--- src/hw/cco_map.svh ---
`ifndef CCO_MAP_SVH
`define CCO_MAP_SVH
// Opcodes of the two fixed-word instructions (12-bit words)
`define CCO_OP_CLEAR_ACC 12'h040
`define CCO_OP_KICK_WDOG 12'h004
// Invert pattern: top six bits 0010 01, then d, then five-bit address
`define CCO_INV_HI 6'h09
`define CCO_INV_HI_POS 6
`define CCO_DEST_POS 5
`define CCO_ADDR_W 5
`define CCO_REGS 32
`define CCO_ZERO_BYTE 8'h00
`define CCO_ONE_BIT 1'b1
// Watchdog counter width, an assumed value
`define CCO_WDOG_W 8
`define CCO_PRE_W 8
// Status bits come out of reset set
`define CCO_STATUS_RST 1'b1
// Counter step and the top value at which both counters wrap
`define CCO_COUNT_STEP 8'h01
`define CCO_COUNT_TOP 8'hFF
`endif

--- src/hw/cco_pkg.sv ---
`default_nettype none
package cco_pkg;
  typedef enum logic [1:0] {
    CCO_IDLE = 2'h0,
    CCO_EXEC = 2'h1
  } cco_state_type;
  typedef struct packed {
    logic [7:0] acc;
    logic zero;
    logic expiry;
    logic sleep;
  } cco_core_type;
endpackage
`default_nettype wire

--- src/hw/cco_regfile.sv ---
`timescale 1ns/1ns
`default_nettype none
`include "cco_map.svh"
// Small file register memory, registered read port
module cco_regfile
(
  input wire logic clk_sys_i,
  input wire logic [4:0] rd_addr_i,
  output logic [7:0] rd_data_o,
  input wire logic wr_en_i,
  input wire logic [4:0] wr_addr_i,
  input wire logic [7:0] wr_data_i
);
  logic [7:0] mem_r [0:`CCO_REGS-1];

  // Write port
  always_ff @(posedge clk_sys_i)
  begin
    if (wr_en_i)
      mem_r[wr_addr_i] <= wr_data_i;
  end

  // Registered read, one cycle latency
  always_ff @(posedge clk_sys_i)
  begin
    rd_data_o <= mem_r[rd_addr_i];
  end
endmodule
`default_nettype wire

--- src/hw/cco_top.sv ---
`timescale 1ns/1ns
`default_nettype none
`include "cco_map.svh"
// Notes on behaviour
// RULE1 - Clear opcode zeroes accumulator, sets zero flag
// RULE2 - Kick opcode resets watchdog counter to zero
// RULE3 - Kick clears prescaler only if watchdog-assigned
// RULE4 - Kick sets expiry and sleep status bits
// RULE5 - Invert opcode complements addressed file register
// RULE6 - Destination bit picks accumulator or register
// RULE7 - Zero flag follows inverted result
module cco_top
  import cco_pkg::*;
(
  input wire logic clk_sys_i,
  input wire logic rst_n_i,
  input wire logic instr_valid_i,
  input wire logic [11:0] instr_i,
  input wire logic pre_to_wdog_i,
  input wire logic wdog_tick_i,
  input wire logic [4:0] host_wr_addr_i,
  input wire logic [7:0] host_wr_data_i,
  input wire logic host_wr_en_i,
  output logic [7:0] acc_o,
  output logic zero_o,
  output logic expiry_status_bit_o,
  output logic sleep_status_bit_o,
  output logic [`CCO_WDOG_W-1:0] watchdog_counter_o,
  output logic [`CCO_PRE_W-1:0] prescaler_o,
  output logic busy_o
);
  cco_state_type state_r;
  cco_core_type core_r;
  logic [7:0] rd_data;
  logic [4:0] addr_r;
  logic dest_r;
  logic [7:0] inv_nxt;
  logic wr_back;
  logic [4:0] wr_addr;
  logic [7:0] wr_data;
  logic is_clear;
  logic is_kick;
  logic is_inv;
  logic take;
  logic wdog_gate;
  logic wdog_step;
  logic wdog_wrap;

  // Decode of the three instruction words
  assign take = instr_valid_i && (state_r == CCO_IDLE);
  assign is_clear = take && (instr_i == `CCO_OP_CLEAR_ACC); // see RULE1
  assign is_kick = take && (instr_i == `CCO_OP_KICK_WDOG); // see RULE2
  assign is_inv = take && (instr_i[11:`CCO_INV_HI_POS] == `CCO_INV_HI); // see RULE5

  // Invert result is formed from the registered read data
  assign inv_nxt = ~rd_data; // see RULE5
  assign wr_back = (state_r == CCO_EXEC) && dest_r; // see RULE6
  // Write-back has priority; host loads only outside it
  assign wr_addr = wr_back ? addr_r : host_wr_addr_i;
  assign wr_data = wr_back ? inv_nxt : host_wr_data_i;

  // Counter steps per tick, or per prescaler wrap when the watchdog owns it
  assign wdog_gate = pre_to_wdog_i ? (prescaler_o == `CCO_COUNT_TOP) : 1'b1;
  assign wdog_step = wdog_tick_i && !is_kick && wdog_gate;
  // A kick in the same cycle suppresses the wrap, so the set of expiry wins
  assign wdog_wrap = wdog_step && (watchdog_counter_o == `CCO_COUNT_TOP);

  cco_regfile u_rf
  (
    .clk_sys_i(clk_sys_i),
    .rd_addr_i(instr_i[`CCO_ADDR_W-1:0]),
    .rd_data_o(rd_data),
    .wr_en_i(wr_back || host_wr_en_i),
    .wr_addr_i(wr_addr),
    .wr_data_i(wr_data)
  );

  // Sequencer: the read memory costs one extra clock per invert
  always_ff @(posedge clk_sys_i)
  begin
    if (!rst_n_i)
    begin
      state_r <= CCO_IDLE;
      addr_r <= 5'h00;
      dest_r <= 1'b0;
    end
    else if (is_inv)
    begin
      state_r <= CCO_EXEC;
      addr_r <= instr_i[`CCO_ADDR_W-1:0];
      dest_r <= instr_i[`CCO_DEST_POS];
    end
    else
      state_r <= CCO_IDLE;
  end

  // Accumulator and status flags
  always_ff @(posedge clk_sys_i)
  begin
    if (!rst_n_i)
      core_r <= '{acc: `CCO_ZERO_BYTE, zero: 1'b0,
        expiry: `CCO_STATUS_RST, sleep: `CCO_STATUS_RST};
    else
    begin
      if (is_clear)
      begin
        core_r.acc <= `CCO_ZERO_BYTE; // see RULE1
        core_r.zero <= `CCO_ONE_BIT; // see RULE1
      end
      else if (is_kick)
      begin
        core_r.expiry <= `CCO_ONE_BIT; // see RULE4
        core_r.sleep <= `CCO_ONE_BIT; // see RULE4
      end
      else if (state_r == CCO_EXEC)
      begin
        if (!dest_r)
          core_r.acc <= inv_nxt; // see RULE6
        core_r.zero <= (inv_nxt == `CCO_ZERO_BYTE); // see RULE7
      end
      // Watchdog expiry drops the bit until the next kick
      if (wdog_wrap)
        core_r.expiry <= 1'b0;
    end
  end

  // Watchdog counter and shared prescaler
  always_ff @(posedge clk_sys_i)
  begin
    if (!rst_n_i)
    begin
      watchdog_counter_o <= '0;
      prescaler_o <= '0;
    end
    else if (is_kick)
    begin
      watchdog_counter_o <= '0; // see RULE2
      if (pre_to_wdog_i)
        prescaler_o <= '0; // see RULE3
    end
    else if (wdog_tick_i)
    begin
      // Prescaler steps on every tick; counter advances on its wrap when watchdog-owned, else on every tick
      prescaler_o <= prescaler_o + `CCO_COUNT_STEP;
      if (wdog_step)
        watchdog_counter_o <= watchdog_counter_o + `CCO_COUNT_STEP;
    end
  end

  // Registered copies for the outputs
  always_ff @(posedge clk_sys_i)
  begin
    if (!rst_n_i)
      busy_o <= 1'b0;
    else
      busy_o <= is_inv;
  end

  assign acc_o = core_r.acc;
  assign zero_o = core_r.zero;
  assign expiry_status_bit_o = core_r.expiry;
  assign sleep_status_bit_o = core_r.sleep;
endmodule
`default_nettype wire

--- config.mk ---
export PLATFORM = sky130hd
export DESIGN_NAME = cco_top
export DESIGN_NICKNAME = d
export VERILOG_FILES = /design/src/hw/cco_pkg.sv /design/src/hw/cco_regfile.sv /design/src/hw/cco_top.sv
export VERILOG_INCLUDE_DIRS = /design/src /design/src/hw
export SDC_FILE = /design/constraint.sdc
export NUM_CORES = 1
export LEC_CHECK = 0
export BUFFER_PORTS_ARGS = -buffer_cell sky130_fd_sc_hd__buf_2
export CORE_MARGIN = 1.5
export CORE_UTILIZATION = 61
export DETAILED_ROUTE_END_ITERATION = 6
export GPL_TIMING_DRIVEN = 1
export PLACE_DENSITY = 0.79
export RECOVER_POWER = 25
export SYNTH_ARGS = -nofsm -noshare
export SYNTH_HDL_FRONTEND = slang
export SYNTH_SLANG_ARGS = --single-unit
export TNS_END_PERCENT = 50
--- constraint.sdc ---
create_clock -name clk_sys_i -period 7.1 [get_ports clk_sys_i]
set_input_delay 0 -clock clk_sys_i [delete_from_list [all_inputs] [get_ports clk_sys_i]]
set_output_delay 0 -clock clk_sys_i [all_outputs]
set_load 0.01 [all_outputs]
==> impl_metrics.tcl, run 1 <==
set metrics [dict create \
    status "finished, violations left" \
    violations "max-capacitance violations, max-slew violations" \
    dp_slack_ns 4.40 \
    die_area_mm2 0.0202 \
    avgViaCountPerCell 6.39 \
    core_area_mm2 0.0188 \
    post_cts_buffers 0 \
    wl_per_cell_um 24.2 \
    first_global_vias 6563 \
    multi_input_area_mm2 0.00312 \
    synth_mux_area_share_pct 14.4 \
    drive_above_1_share_pct 18.8 \
    grtUsageMet2_pct 41.4 \
    nFillCells 1132 \
    critical_path_arrival_ns 4.31 \
    grt-busiest-layer "met2" \
    initial_core_util_pct 62.8 \
    cts.sink_count 297 \
    synthArstFlopShare_pct 0 \
    finalSetupTns_ns 0 \
    die_y_um 142 \
    yosysTopAreaCellShare_pct 65.0 \
    synthXorXnorAreaFrac_pct 0.370 \
    ctsHoldBuffers 11 \
    synth_top_family_by_area "multiplexers" \
    rsz0062_at_grt "false" \
    yosys_warnings 0 \
    max_freq_mhz 258 \
    cts_tree "built" \
    finalWorstSetupSlack_ns 3.22 \
    final_common_cell "edfxtp_1" \
    grt_usage_pct 25.7 \
    antennaDiodeCount 0 \
    end_kind "flip-flop" \
    grt-ovfl-total 0 \
    hp-start "instr_i[4]" \
    drt_iter0_drc 743 \
    ys_ff_latch 297 \
    gp_congestion 0.897 \
    r2r-start "busy_o$_SDFF_PN0_" \
    clkTransAtPathRegs_ns 0.06 \
    seq_area_mm2 0.00851 \
    ir_drop_mv 0.217 \
    worstSetupStartpointType "input port" \
    synth-seq-area-share_pct 71.9 \
    routed_wirelength_mm 25.3 \
    power.density_mw_per_mm2 271 \
    synth_fa_ha_area_share_pct 0.212 \
    cts_resized 0 \
    met1_usage_pct 37.3 \
    syn_area_per_cell_um2 17.1 \
    antenna_found_initial 0 \
    drtPass1Iterations 5 \
    hold_viol 0 \
    yosysUniqueCellTypes 49 \
    period_minus_slack_ns 3.88 \
    synth_fp_nets 724 \
    drv_slew 191 \
    clock_path_buffers 3 \
    final_cell_mix "edfxtp_1, nor2_1, mux4_2" \
    cts_max_level 1 \
    critPathKind "in -> reg" \
    max-slew-margin-rel_pct -117 \
    min-delay-path-class "in -> reg" \
    cp.required_ns 7.53 \
    io_buffers 57 \
    cts-root-buf "clkbuf_16" \
    numCtsBuffers 29 \
    syn_to_final_growth_pct 12.7 \
    max_slew.worst_pin.slew_ns 3.26 \
    vias 6665 \
    critical_path.startpoint "instr_i[0]" \
    whs_ns 0.0728 \
    io-pin-count 59 \
    clock_latency_ns 0.54 \
    synth.largest_area_cell "edfxtp_1" \
    nets 794 \
    placementRows 50 \
    synth_edf_count 256 \
    grt_max_degree 61 \
    syn_area_mm2 0.0118 \
    grt_first_pass_wirelength_mm 38.4 \
    worst-path-max-fanout 46 \
    max_cap_viol_count 6 \
    die_w_um 142 \
    synthSimpleGateAreaFrac_pct 6.56 \
    leakagePower_nw 4.28 \
    drc_errors 0 \
    setup_viol 0 \
    grt_use_met3_pct 4.00 \
    hpwl_mm 15.8 \
    synth-compound-area-share_pct 4.54 \
    synth_cells 691 \
    finalCritPeriodShare_pct 54.6 \
    synth_top_flop_cell "edfxtp_1" \
    synth.area.top_cells "edfxtp_1, mux4_2, dfxtp_1" \
    fin_skew_ns 0.0173 \
    ant_nets 0 \
]
-- per-stage QoR --
step	util (%)	total power, W	instances	cell area (um^2)
floorplan	-	0.00207	691	11800
global placement	65.6	0.00213	979	12300
detailed placement	65.6	0.00214	979	12300
CTS	71.2	0.00363	1043	13400
global route	70.8	0.00371	1043	13300
finish	70.8	0.00362	1043	13300
-- where the power goes --
group	internal (W)	switching, W	leakage, nW
clock network	0.000886	0.000626	0.459
logic	0.0000681	0.000111	1.18
registers	0.00191	0.0000136	2.64
total	0.00287	0.000751	4.28
-- registers in the layout, summed over array words and instances (netlist names) --
| register | count |
|---|---|
| u_rf.rd_data_o | 8 |
| expiry_status_bit_o | 1 |
| addr_r | 5 |
| busy_o | 1 |
| watchdog_counter_o | 8 |
| zero_o | 1 |
| acc_o | 8 |
| dest_r | 1 |
| u_rf.mem_r | 256 |
| prescaler_o | 8 |
-- area by class of cell --
type | count | share of cell area (%)
sequential | 297 | 63.8
multi-input combinational | 350 | 23.4
clock buffer | 39 | 6.18
timing repair buffer | 76 | 2.99
tap | 260 | 2.44
clock inverter | 14 | 0.957
inverter | 7 | 0.197
-- logic make-up (layout without fill, tap and decap cells) --
kind of cell / count (synthesis) / after routing
flip-flops: 297 / 297
AND/OR/NAND/NOR: 162 / 162
multiplexers: 95 / 95
AO/OA/AOI/OAI: 85 / 85
buffers and inverters: 44 / 136
XOR/XNOR: 5 / 5
adder cells (fa/ha/maj): 2 / 2
other: 1 / 1
-- synth_stat cells, drive strengths merged, types with 13 or more instances --
library cell    n
edfxtp        256
mux4           56
nor2           55
nand2          44
dfxtp          41
buf            24
mux2i          22
o21ai          22
a211oi         17
mux2           17
nand3          16
o22ai          16
clkbuf         13
nand4          13
nor2b          13
-- layer usage --
layer,part of all wire (%),vias to the layer above
met5,0,-
met4,2.6,0
met3,9.4,55
met2,47,398
met1,41,3321
li1,-,2891
-- critical path, stage by stage --
cell and delay (ns):
buf_2 0.08, clkbuf_1 2.28, or3_1 0.50, nor4_1 0.10, nand4_1 0.14, dlygate4sd3_1 0.57, a21boi_1 0.05, dlygate4sd3_1 0.55
-- path summary, 6_finish.rpt --
check	to	slack (ns)	depth (start not counted)
setup / recovery	zero_o$_SDFFE_PN0P_	3.22	8
hold / removal	u_rf.rd_data_o[6]$_DFF_P_	0.07	3
setup reg to reg	u_rf.mem_r[15][1]$_DFFE_PP_	3.46	5
hold reg to reg	acc_o[2]$_SDFFE_PP0P_	0.49	1
Note: power is estimated with default switching activity, not from simulation.
==> run 2, diff against run 1 <==
--- a/config.mk
+++ b/config.mk
@@ -6,6 +6,7 @@
 export SDC_FILE = /design/constraint.sdc
 export NUM_CORES = 1
 export LEC_CHECK = 0
+export ABC_AREA = 1
 export BUFFER_PORTS_ARGS = -buffer_cell sky130_fd_sc_hd__buf_2
 export CORE_MARGIN = 1.5
 export CORE_UTILIZATION = 61
==> constraint.sdc (replaced) <==
create_clock -name clk_sys_i -period 3.8 [get_ports clk_sys_i]
set_input_delay 0 -clock clk_sys_i [delete_from_list [all_inputs] [get_ports clk_sys_i]]
set_output_delay 0 -clock clk_sys_i [all_outputs]
set_load 0.01 [all_outputs]
==> run 2 against run 1 <==
The flow still finishes with violations (max-capacitance violations, max-slew violations). Critical path type is now reg -> reg. Via count grew 39%. Power grew 87%. Critical endpoint is now u_rf.mem_r[6][2]$_DFFE_PP_. Cell area grew 6.9%. Largest cell class unchanged. Synthesized cell count grew 87%. Register-to-register slack lost 3.0 ns. Combinational power grew 150%. Highest routed layer unchanged. Area after synthesis grew 9.0%. Die area grew 8.8%. Sequential share of layout area shrank 4.1 points. Hold slack lost 0.047 ns.
==> impl_metrics.tcl, run 2 <==
set metrics [dict create \
    rsz0062_at_grt "false" \
    grt_usage_pct 27.7 \
    max_cap_viol_count 4 \
    rr_endpoint "u_rf.mem_r[6][2]$_DFFE_PP_" \
    violations "max-capacitance violations, max-slew violations" \
    p_comb_share_pct 6.6 \
    ys_ff_latch 297 \
    cts_max_level 1 \
    switching_share_pct 22.3 \
    grt_max_degree 105 \
    routed_wirelength_mm 30.2 \
    synth-seq-area-share_pct 66.0 \
    synth.largest_area_cell "edfxtp_1" \
    cts-root-buf "clkbuf_16" \
    hold_viol 0 \
    drtPass1Iterations 5 \
    grt-ovfl-total 0 \
    synthArstFlopShare_pct 0 \
    max_freq_mhz 302 \
    finalSetupTns_ns 0 \
    min_to "prescaler_o[4]$_SDFFE_PN0P_" \
    critical_path.startpoint "busy_o$_SDFF_PN0_" \
    max_slew.worst_pin.slew_ns 2.10 \
    setup_viol 0 \
    final_common_cell "nand2_1" \
    ant_nets 0 \
    p_int_w 0.00525 \
    whs_ns 0.0261 \
    end_kind "flip-flop" \
    first_global_vias 8819 \
    drive_above_1_share_pct 7.42 \
    hpwl_mm 18.2 \
    vias 9242 \
    nets 1385 \
    final_cell_mix "nand2_1, edfxtp_1, nor2_1" \
    yosysUniqueCellTypes 35 \
    die_w_um 148 \
    antenna_found_initial 0 \
    fin_skew_ns 0.0199 \
    grt_first_pass_wirelength_mm 46.4 \
    clkTransAtPathRegs_ns 0.06 \
    power.density_mw_per_mm2 474 \
    leakagePower_nw 5.53 \
    critPathKind "reg -> reg" \
    worstSetupStartpointType "flip-flop" \
    die_area_mm2 0.0220 \
    synth_top_flop_cell "edfxtp_1" \
    ir_drop_mv 0.407 \
    synth.area.top_cells "edfxtp_1, nand2_1, nor2_1" \
    max-slew-margin-rel_pct -41.5 \
    min-delay-path-class "in -> reg" \
    core_area_mm2 0.0205 \
    placedInstanceArea_mm2 0.0132 \
    yosysMostFrequentCell "nand2_1" \
    io_buffers 57 \
    synth_fp_nets 1326 \
    design_area_mm2 0.0143 \
    initial_core_util_pct 62.9 \
    synth_cells 1293 \
    clock_latency_ns 0.55 \
    switchingPower_w 0.00151 \
    die_y_um 148 \
    cts_tree "built" \
    yosys_warnings 0 \
    r2r-start "busy_o$_SDFF_PN0_" \
    numCtsBuffers 29 \
    status "finished, violations left" \
    clock_path_buffers 3 \
    largest_reg_flops 256 \
    critical_path_arrival_ns 3.66 \
    cp.required_ns 4.15 \
    post_cts_buffers 0 \
    syn_area_mm2 0.0129 \
    finalCritPeriodShare_pct 87.0 \
    syn_area_per_cell_um2 9.97 \
    avgViaCountPerCell 5.62 \
    io-pin-count 59 \
    top_register "u_rf.mem_r" \
    antennaDiodeCount 0 \
    cts.sink_count 297 \
    placementRows 52 \
    fin_util_pct 69.6 \
    worst-path-max-fanout 27 \
    min_path_cells 4 \
    gp_congestion 0.884 \
    hp-start "pre_to_wdog_i" \
    r2r_cells 3 \
    synth_edf_count 256 \
    pwr-share-clk_pct 40.0 \
    reg2reg_slack_ns 0.49 \
    period_minus_slack_ns 3.31 \
    drv_slew 91 \
    drt_iter0_drc 837 \
    wl_per_cell_um 18.3 \
    yosysTopAreaCellShare_pct 59.6 \
    ys_top_cells_by_count "nand2_1, edfxtp_1, nor2_1, inv_1, nand3_1" \
    syn_to_final_growth_pct 10.6 \
    seqPwrFrac_pct 53.4 \
    drc_errors 0 \
]
## run 2: changes by cell type in the layout (fill, tap and decap cells not counted), moves of 19 or more
| cell | previous run | this run |
|---|---|---|
| inv_1 | 7 | 92 |
| mux2i_1 | 22 | 0 |
| mux4_2 | 47 | 0 |
| nand2_1 | 43 | 351 |
| nand3_1 | 16 | 84 |
| nor2_1 | 54 | 231 |
| o21ai_0 | 15 | 68 |
| o21ai_1 | 2 | 21 |
## run 2: final cells by class
type | count | area, um^2
Inverter | 95 | 359
Clock inverter | 15 | 128
Multi-Input combinational cell | 842 | 3640
Timing Repair Buffer | 87 | 518
Fill cell | 1480 | 6240
Tap cell | 270 | 338
Sequential cell | 297 | 8510
Clock buffer | 39 | 763
## run 2: repair_timing
action	in CTS	in global routing
endpoints found under the hold margin	43	0
resized for setup	0	0
hold buffers	19	0
## run 2: logic make-up after synthesis
| family | after synthesis | synth area share [%] |
|---|---|---|
| other | 1 | 0.0291 |
| flip-flops | 297 | 66.0 |
| adder cells (fa/ha/maj) | 2 | 0.194 |
| AND/OR/NAND/NOR | 712 | 22.9 |
| XOR/XNOR | 5 | 0.340 |
| buffers and inverters | 154 | 5.74 |
| AO/OA/AOI/OAI | 122 | 4.78 |
## run 2: power groups by stage
stage	combinational, W	sequential [W]	clock, W
after floorplan	0.000290	0.00367	0
after global placement	0.000419	0.00367	0
after detailed placement	0.000425	0.00368	0
after CTS	0.000441	0.00361	0.00272
after global routing	0.000491	0.00361	0.00286
final	0.000445	0.00361	0.00270
## run 2: worst max path at each step
| stage | slack [ns] | end | depth (start not counted) |
|---|---|---|---|
| floorplan | 1.16 | u_rf.mem_r[0][0]$_DFFE_PP_ | 4 |
| global placement | 1.12 | u_rf.mem_r[13][2]$_DFFE_PP_ | 4 |
| detailed placement | 1.00 | u_rf.mem_r[25][0]$_DFFE_PP_ | 4 |
| CTS | 0.98 | u_rf.mem_r[14][6]$_DFFE_PP_ | 4 |
| global route | 0.47 | u_rf.mem_r[5][2]$_DFFE_PP_ | 3 |
| finish | 0.49 | u_rf.mem_r[6][2]$_DFFE_PP_ | 3 |
## run 2: worst max-delay path, stage by stage (launching register included)
cell and delay, ns:
dfxtp_1 0.38, nand2_1 0.46, o21ai_0 1.78, buf_4 0.48
## run 2: metrics by stage
| step | cells | setup WS, ns | total power (W) |
|---|---|---|---|
| floorplan | 1293 | 1.16 | 0.00396 |
| global placement | 1572 | 1.12 | 0.00409 |
| detailed placement | 1572 | 1.00 | 0.00410 |
| CTS | 1645 | 0.982 | 0.00677 |
| global route | 1645 | 0.468 | 0.00696 |
| finish | 1645 | 0.494 | 0.00675 |
## run 2: metal layers
layer / global-route usage [%] / share of wire [%] / wire [um]
met5: 0 / 0 / 0
met1: 36.9 / 40 / 12100
met4: 10.0 / 3.2 / 951
met2: 45.9 / 47 / 14300
met3: 5.55 / 9.3 / 2820
==> run 3, diff against run 2 <==
--- a/config.mk
+++ b/config.mk
@@ -8,11 +8,13 @@
 export LEC_CHECK = 0
 export ABC_AREA = 1
 export BUFFER_PORTS_ARGS = -buffer_cell sky130_fd_sc_hd__buf_2
+export CELL_PAD_IN_SITES_DETAIL_PLACEMENT = 0
+export CELL_PAD_IN_SITES_GLOBAL_PLACEMENT = 1
 export CORE_MARGIN = 1.5
-export CORE_UTILIZATION = 61
+export CORE_UTILIZATION = 48
 export DETAILED_ROUTE_END_ITERATION = 6
 export GPL_TIMING_DRIVEN = 1
-export PLACE_DENSITY = 0.79
+export PLACE_DENSITY_LB_ADDON = 0.1
 export RECOVER_POWER = 25
 export SYNTH_ARGS = -nofsm -noshare
 export SYNTH_HDL_FRONTEND = slang
==> run 3 against run 2 <==
Combinational power increased by 3%. Largest power group unchanged. The run still ends with max-capacitance violations, max-slew violations left. Die area up 27%. Sequential share of layout area down 1.1 points. Power grew 5.0%.
==> impl_metrics.tcl, run 3 (same netlist as run 2, synthesis figures left out) <==
set metrics [dict create \
    drive_above_1_share_pct 8.53 \
    antennaDiodeCount 0 \
    report.power.total_w 0.00709 \
    drt_iter0_drc 823 \
    io_buffers 57 \
    max-slew-margin-rel_pct -37.8 \
    die_area_mm2 0.0278 \
    ant_nets 0 \
    post_cts_buffers 0 \
    critPathKind "reg -> reg" \
    min_to "prescaler_o[3]$_SDFFE_PN0P_" \
    routed_wirelength_mm 32.6 \
    ir_drop_mv 0.375 \
    antenna_found_initial 1 \
    largest_reg_flops 256 \
    rr_endpoint "u_rf.mem_r[18][2]$_DFFE_PP_" \
    min_path_cells 9 \
    worstPathCellList "nand2_2 > o21ai_0 > clkbuf_1" \
    violations "max-capacitance violations, max-slew violations" \
    numCtsBuffers 30 \
    leakagePower_nw 5.61 \
    hold_viol 0 \
    status "finished, violations left" \
    dp_cells 1644 \
    worstSetupStartpointType "flip-flop" \
    syn_to_final_growth_pct 12.6 \
    finalSetupTns_ns 0 \
    finalCritPeriodShare_pct 78.5 \
    die_w_um 167 \
    max_freq_mhz 335 \
    drtPass1Iterations 5 \
    final_cell_mix "nand2_1, edfxtp_1, nor2_1" \
    cts-root-buf "clkbuf_16" \
    grt_max_degree 77 \
    drc_errors 0 \
    max_cap_viol_count 5 \
    initial_core_util_pct 49.2 \
    max_slew.worst_pin.slew_ns 2.07 \
    grt_usage_pct 23.5 \
    io-pin-count 59 \
    ctsHoldBuffers 19 \
    nets 1393 \
    fin_skew_ns 0.0191 \
    stdcell_count 1718 \
    placementRows 59 \
    grt_first_pass_wirelength_mm 49.5 \
    rsz0062_at_grt "false" \
    cts_tree "built" \
    hpwl_mm 20.1 \
    grt-ovfl-total 0 \
    first_global_vias 8426 \
    top_register "u_rf.mem_r" \
    clock_path_buffers 3 \
    cts.sink_count 297 \
    vias 8950 \
    min-delay-path-class "in -> reg" \
    critPathMaxStageDelay_ns 1.50 \
    power.density_mw_per_mm2 489 \
    die_y_um 167 \
    cts_max_level 1 \
    wl_per_cell_um 19.0 \
    core_area_mm2 0.0262 \
    cts_resized 0 \
    drv_slew 165 \
    final_common_cell "nand2_1" \
    setup_viol 0 \
    crit_path_top_delay_cell "clkbuf_1" \
    avgViaCountPerCell 5.21 \
    critical_path_arrival_ns 3.03 \
    nFillCells 2397 \
    worst-path-max-fanout 32 \
    clock_latency_ns 0.56 \
    end_kind "flip-flop" \
    reg2reg_slack_ns 0.82 \
    r2r-start "busy_o$_SDFF_PN0_" \
    cp.required_ns 3.85 \
    clkTransAtPathRegs_ns 0.07 \
    r2r_cells 3 \
    hp-start "instr_i[7]" \
    period_minus_slack_ns 2.98 \
    gp_congestion 0.826 \
]
[run 3: critical path, delay by kind of cell, from the launching register on]
kind,cells,cell delay (ns)
compound gates,1,0.25
buf+inv,1,1.50
simple gates,1,0.29
flops,1,0.40
[run 3: how the worst max path moves through the flow]
stage | start | endpoint | slack [ns] | cells after the start
finish | busy_o$_SDFF_PN0_ | u_rf.mem_r[18][2]$_DFFE_PP_ | 0.82 | 3
detailed placement | busy_o$_SDFF_PN0_ | u_rf.mem_r[4][4]$_DFFE_PP_ | 0.92 | 4
global route | busy_o$_SDFF_PN0_ | u_rf.mem_r[10][4]$_DFFE_PP_ | 0.62 | 3
global placement | busy_o$_SDFF_PN0_ | u_rf.mem_r[28][0]$_DFFE_PP_ | 0.99 | 4
floorplan | busy_o$_SDFF_PN0_ | u_rf.mem_r[0][0]$_DFFE_PP_ | 1.16 | 4
CTS | busy_o$_SDFF_PN0_ | u_rf.mem_r[4][4]$_DFFE_PP_ | 0.93 | 4
[run 3: power breakdown]
part	switching (W)	internal, W	total, W	leakage (nW)
clock network	0.00125	0.00178	0.00303	0.488
registers	0.0000205	0.00359	0.00361	2.64
logic	0.000337	0.000121	0.000458	2.48
total	0.00161	0.00549	0.00709	5.61
[run 3: cell type report]
type	count	area (um^2)	share of cell area, %
timing repair buffer	94	559	3.85
clock buffer	37	798	5.50
tap	335	419	2.89
inverter	95	359	2.47
multi-input combinational	842	3650	25.1
sequential	297	8510	58.6
clock inverter	18	221	1.53
[run 3: metal layers]
layer | routed length, um | share of wire, % | GRT usage [%]
met5 | 12 | 0.037 | 0
met4 | 808 | 2.5 | 5.97
met3 | 2030 | 6.2 | 2.92
met2 | 14200 | 44 | 36.5
met1 | 15600 | 48 | 35.2
[run 3: through the flow]
stage	setup WS, ns	hold slack, ns	area, um^2	util [%]
5_1_grt	0.622	0.0974	14500	55.4
6_report	0.818	0.0419	14500	55.4
2_1_floorplan	1.16	0.141	12900	-
3_3_place_gp	0.994	0.313	13400	51.1
3_5_place_dp	0.921	0.306	13400	51.1
4_1_cts	0.933	0.0228	14600	55.7
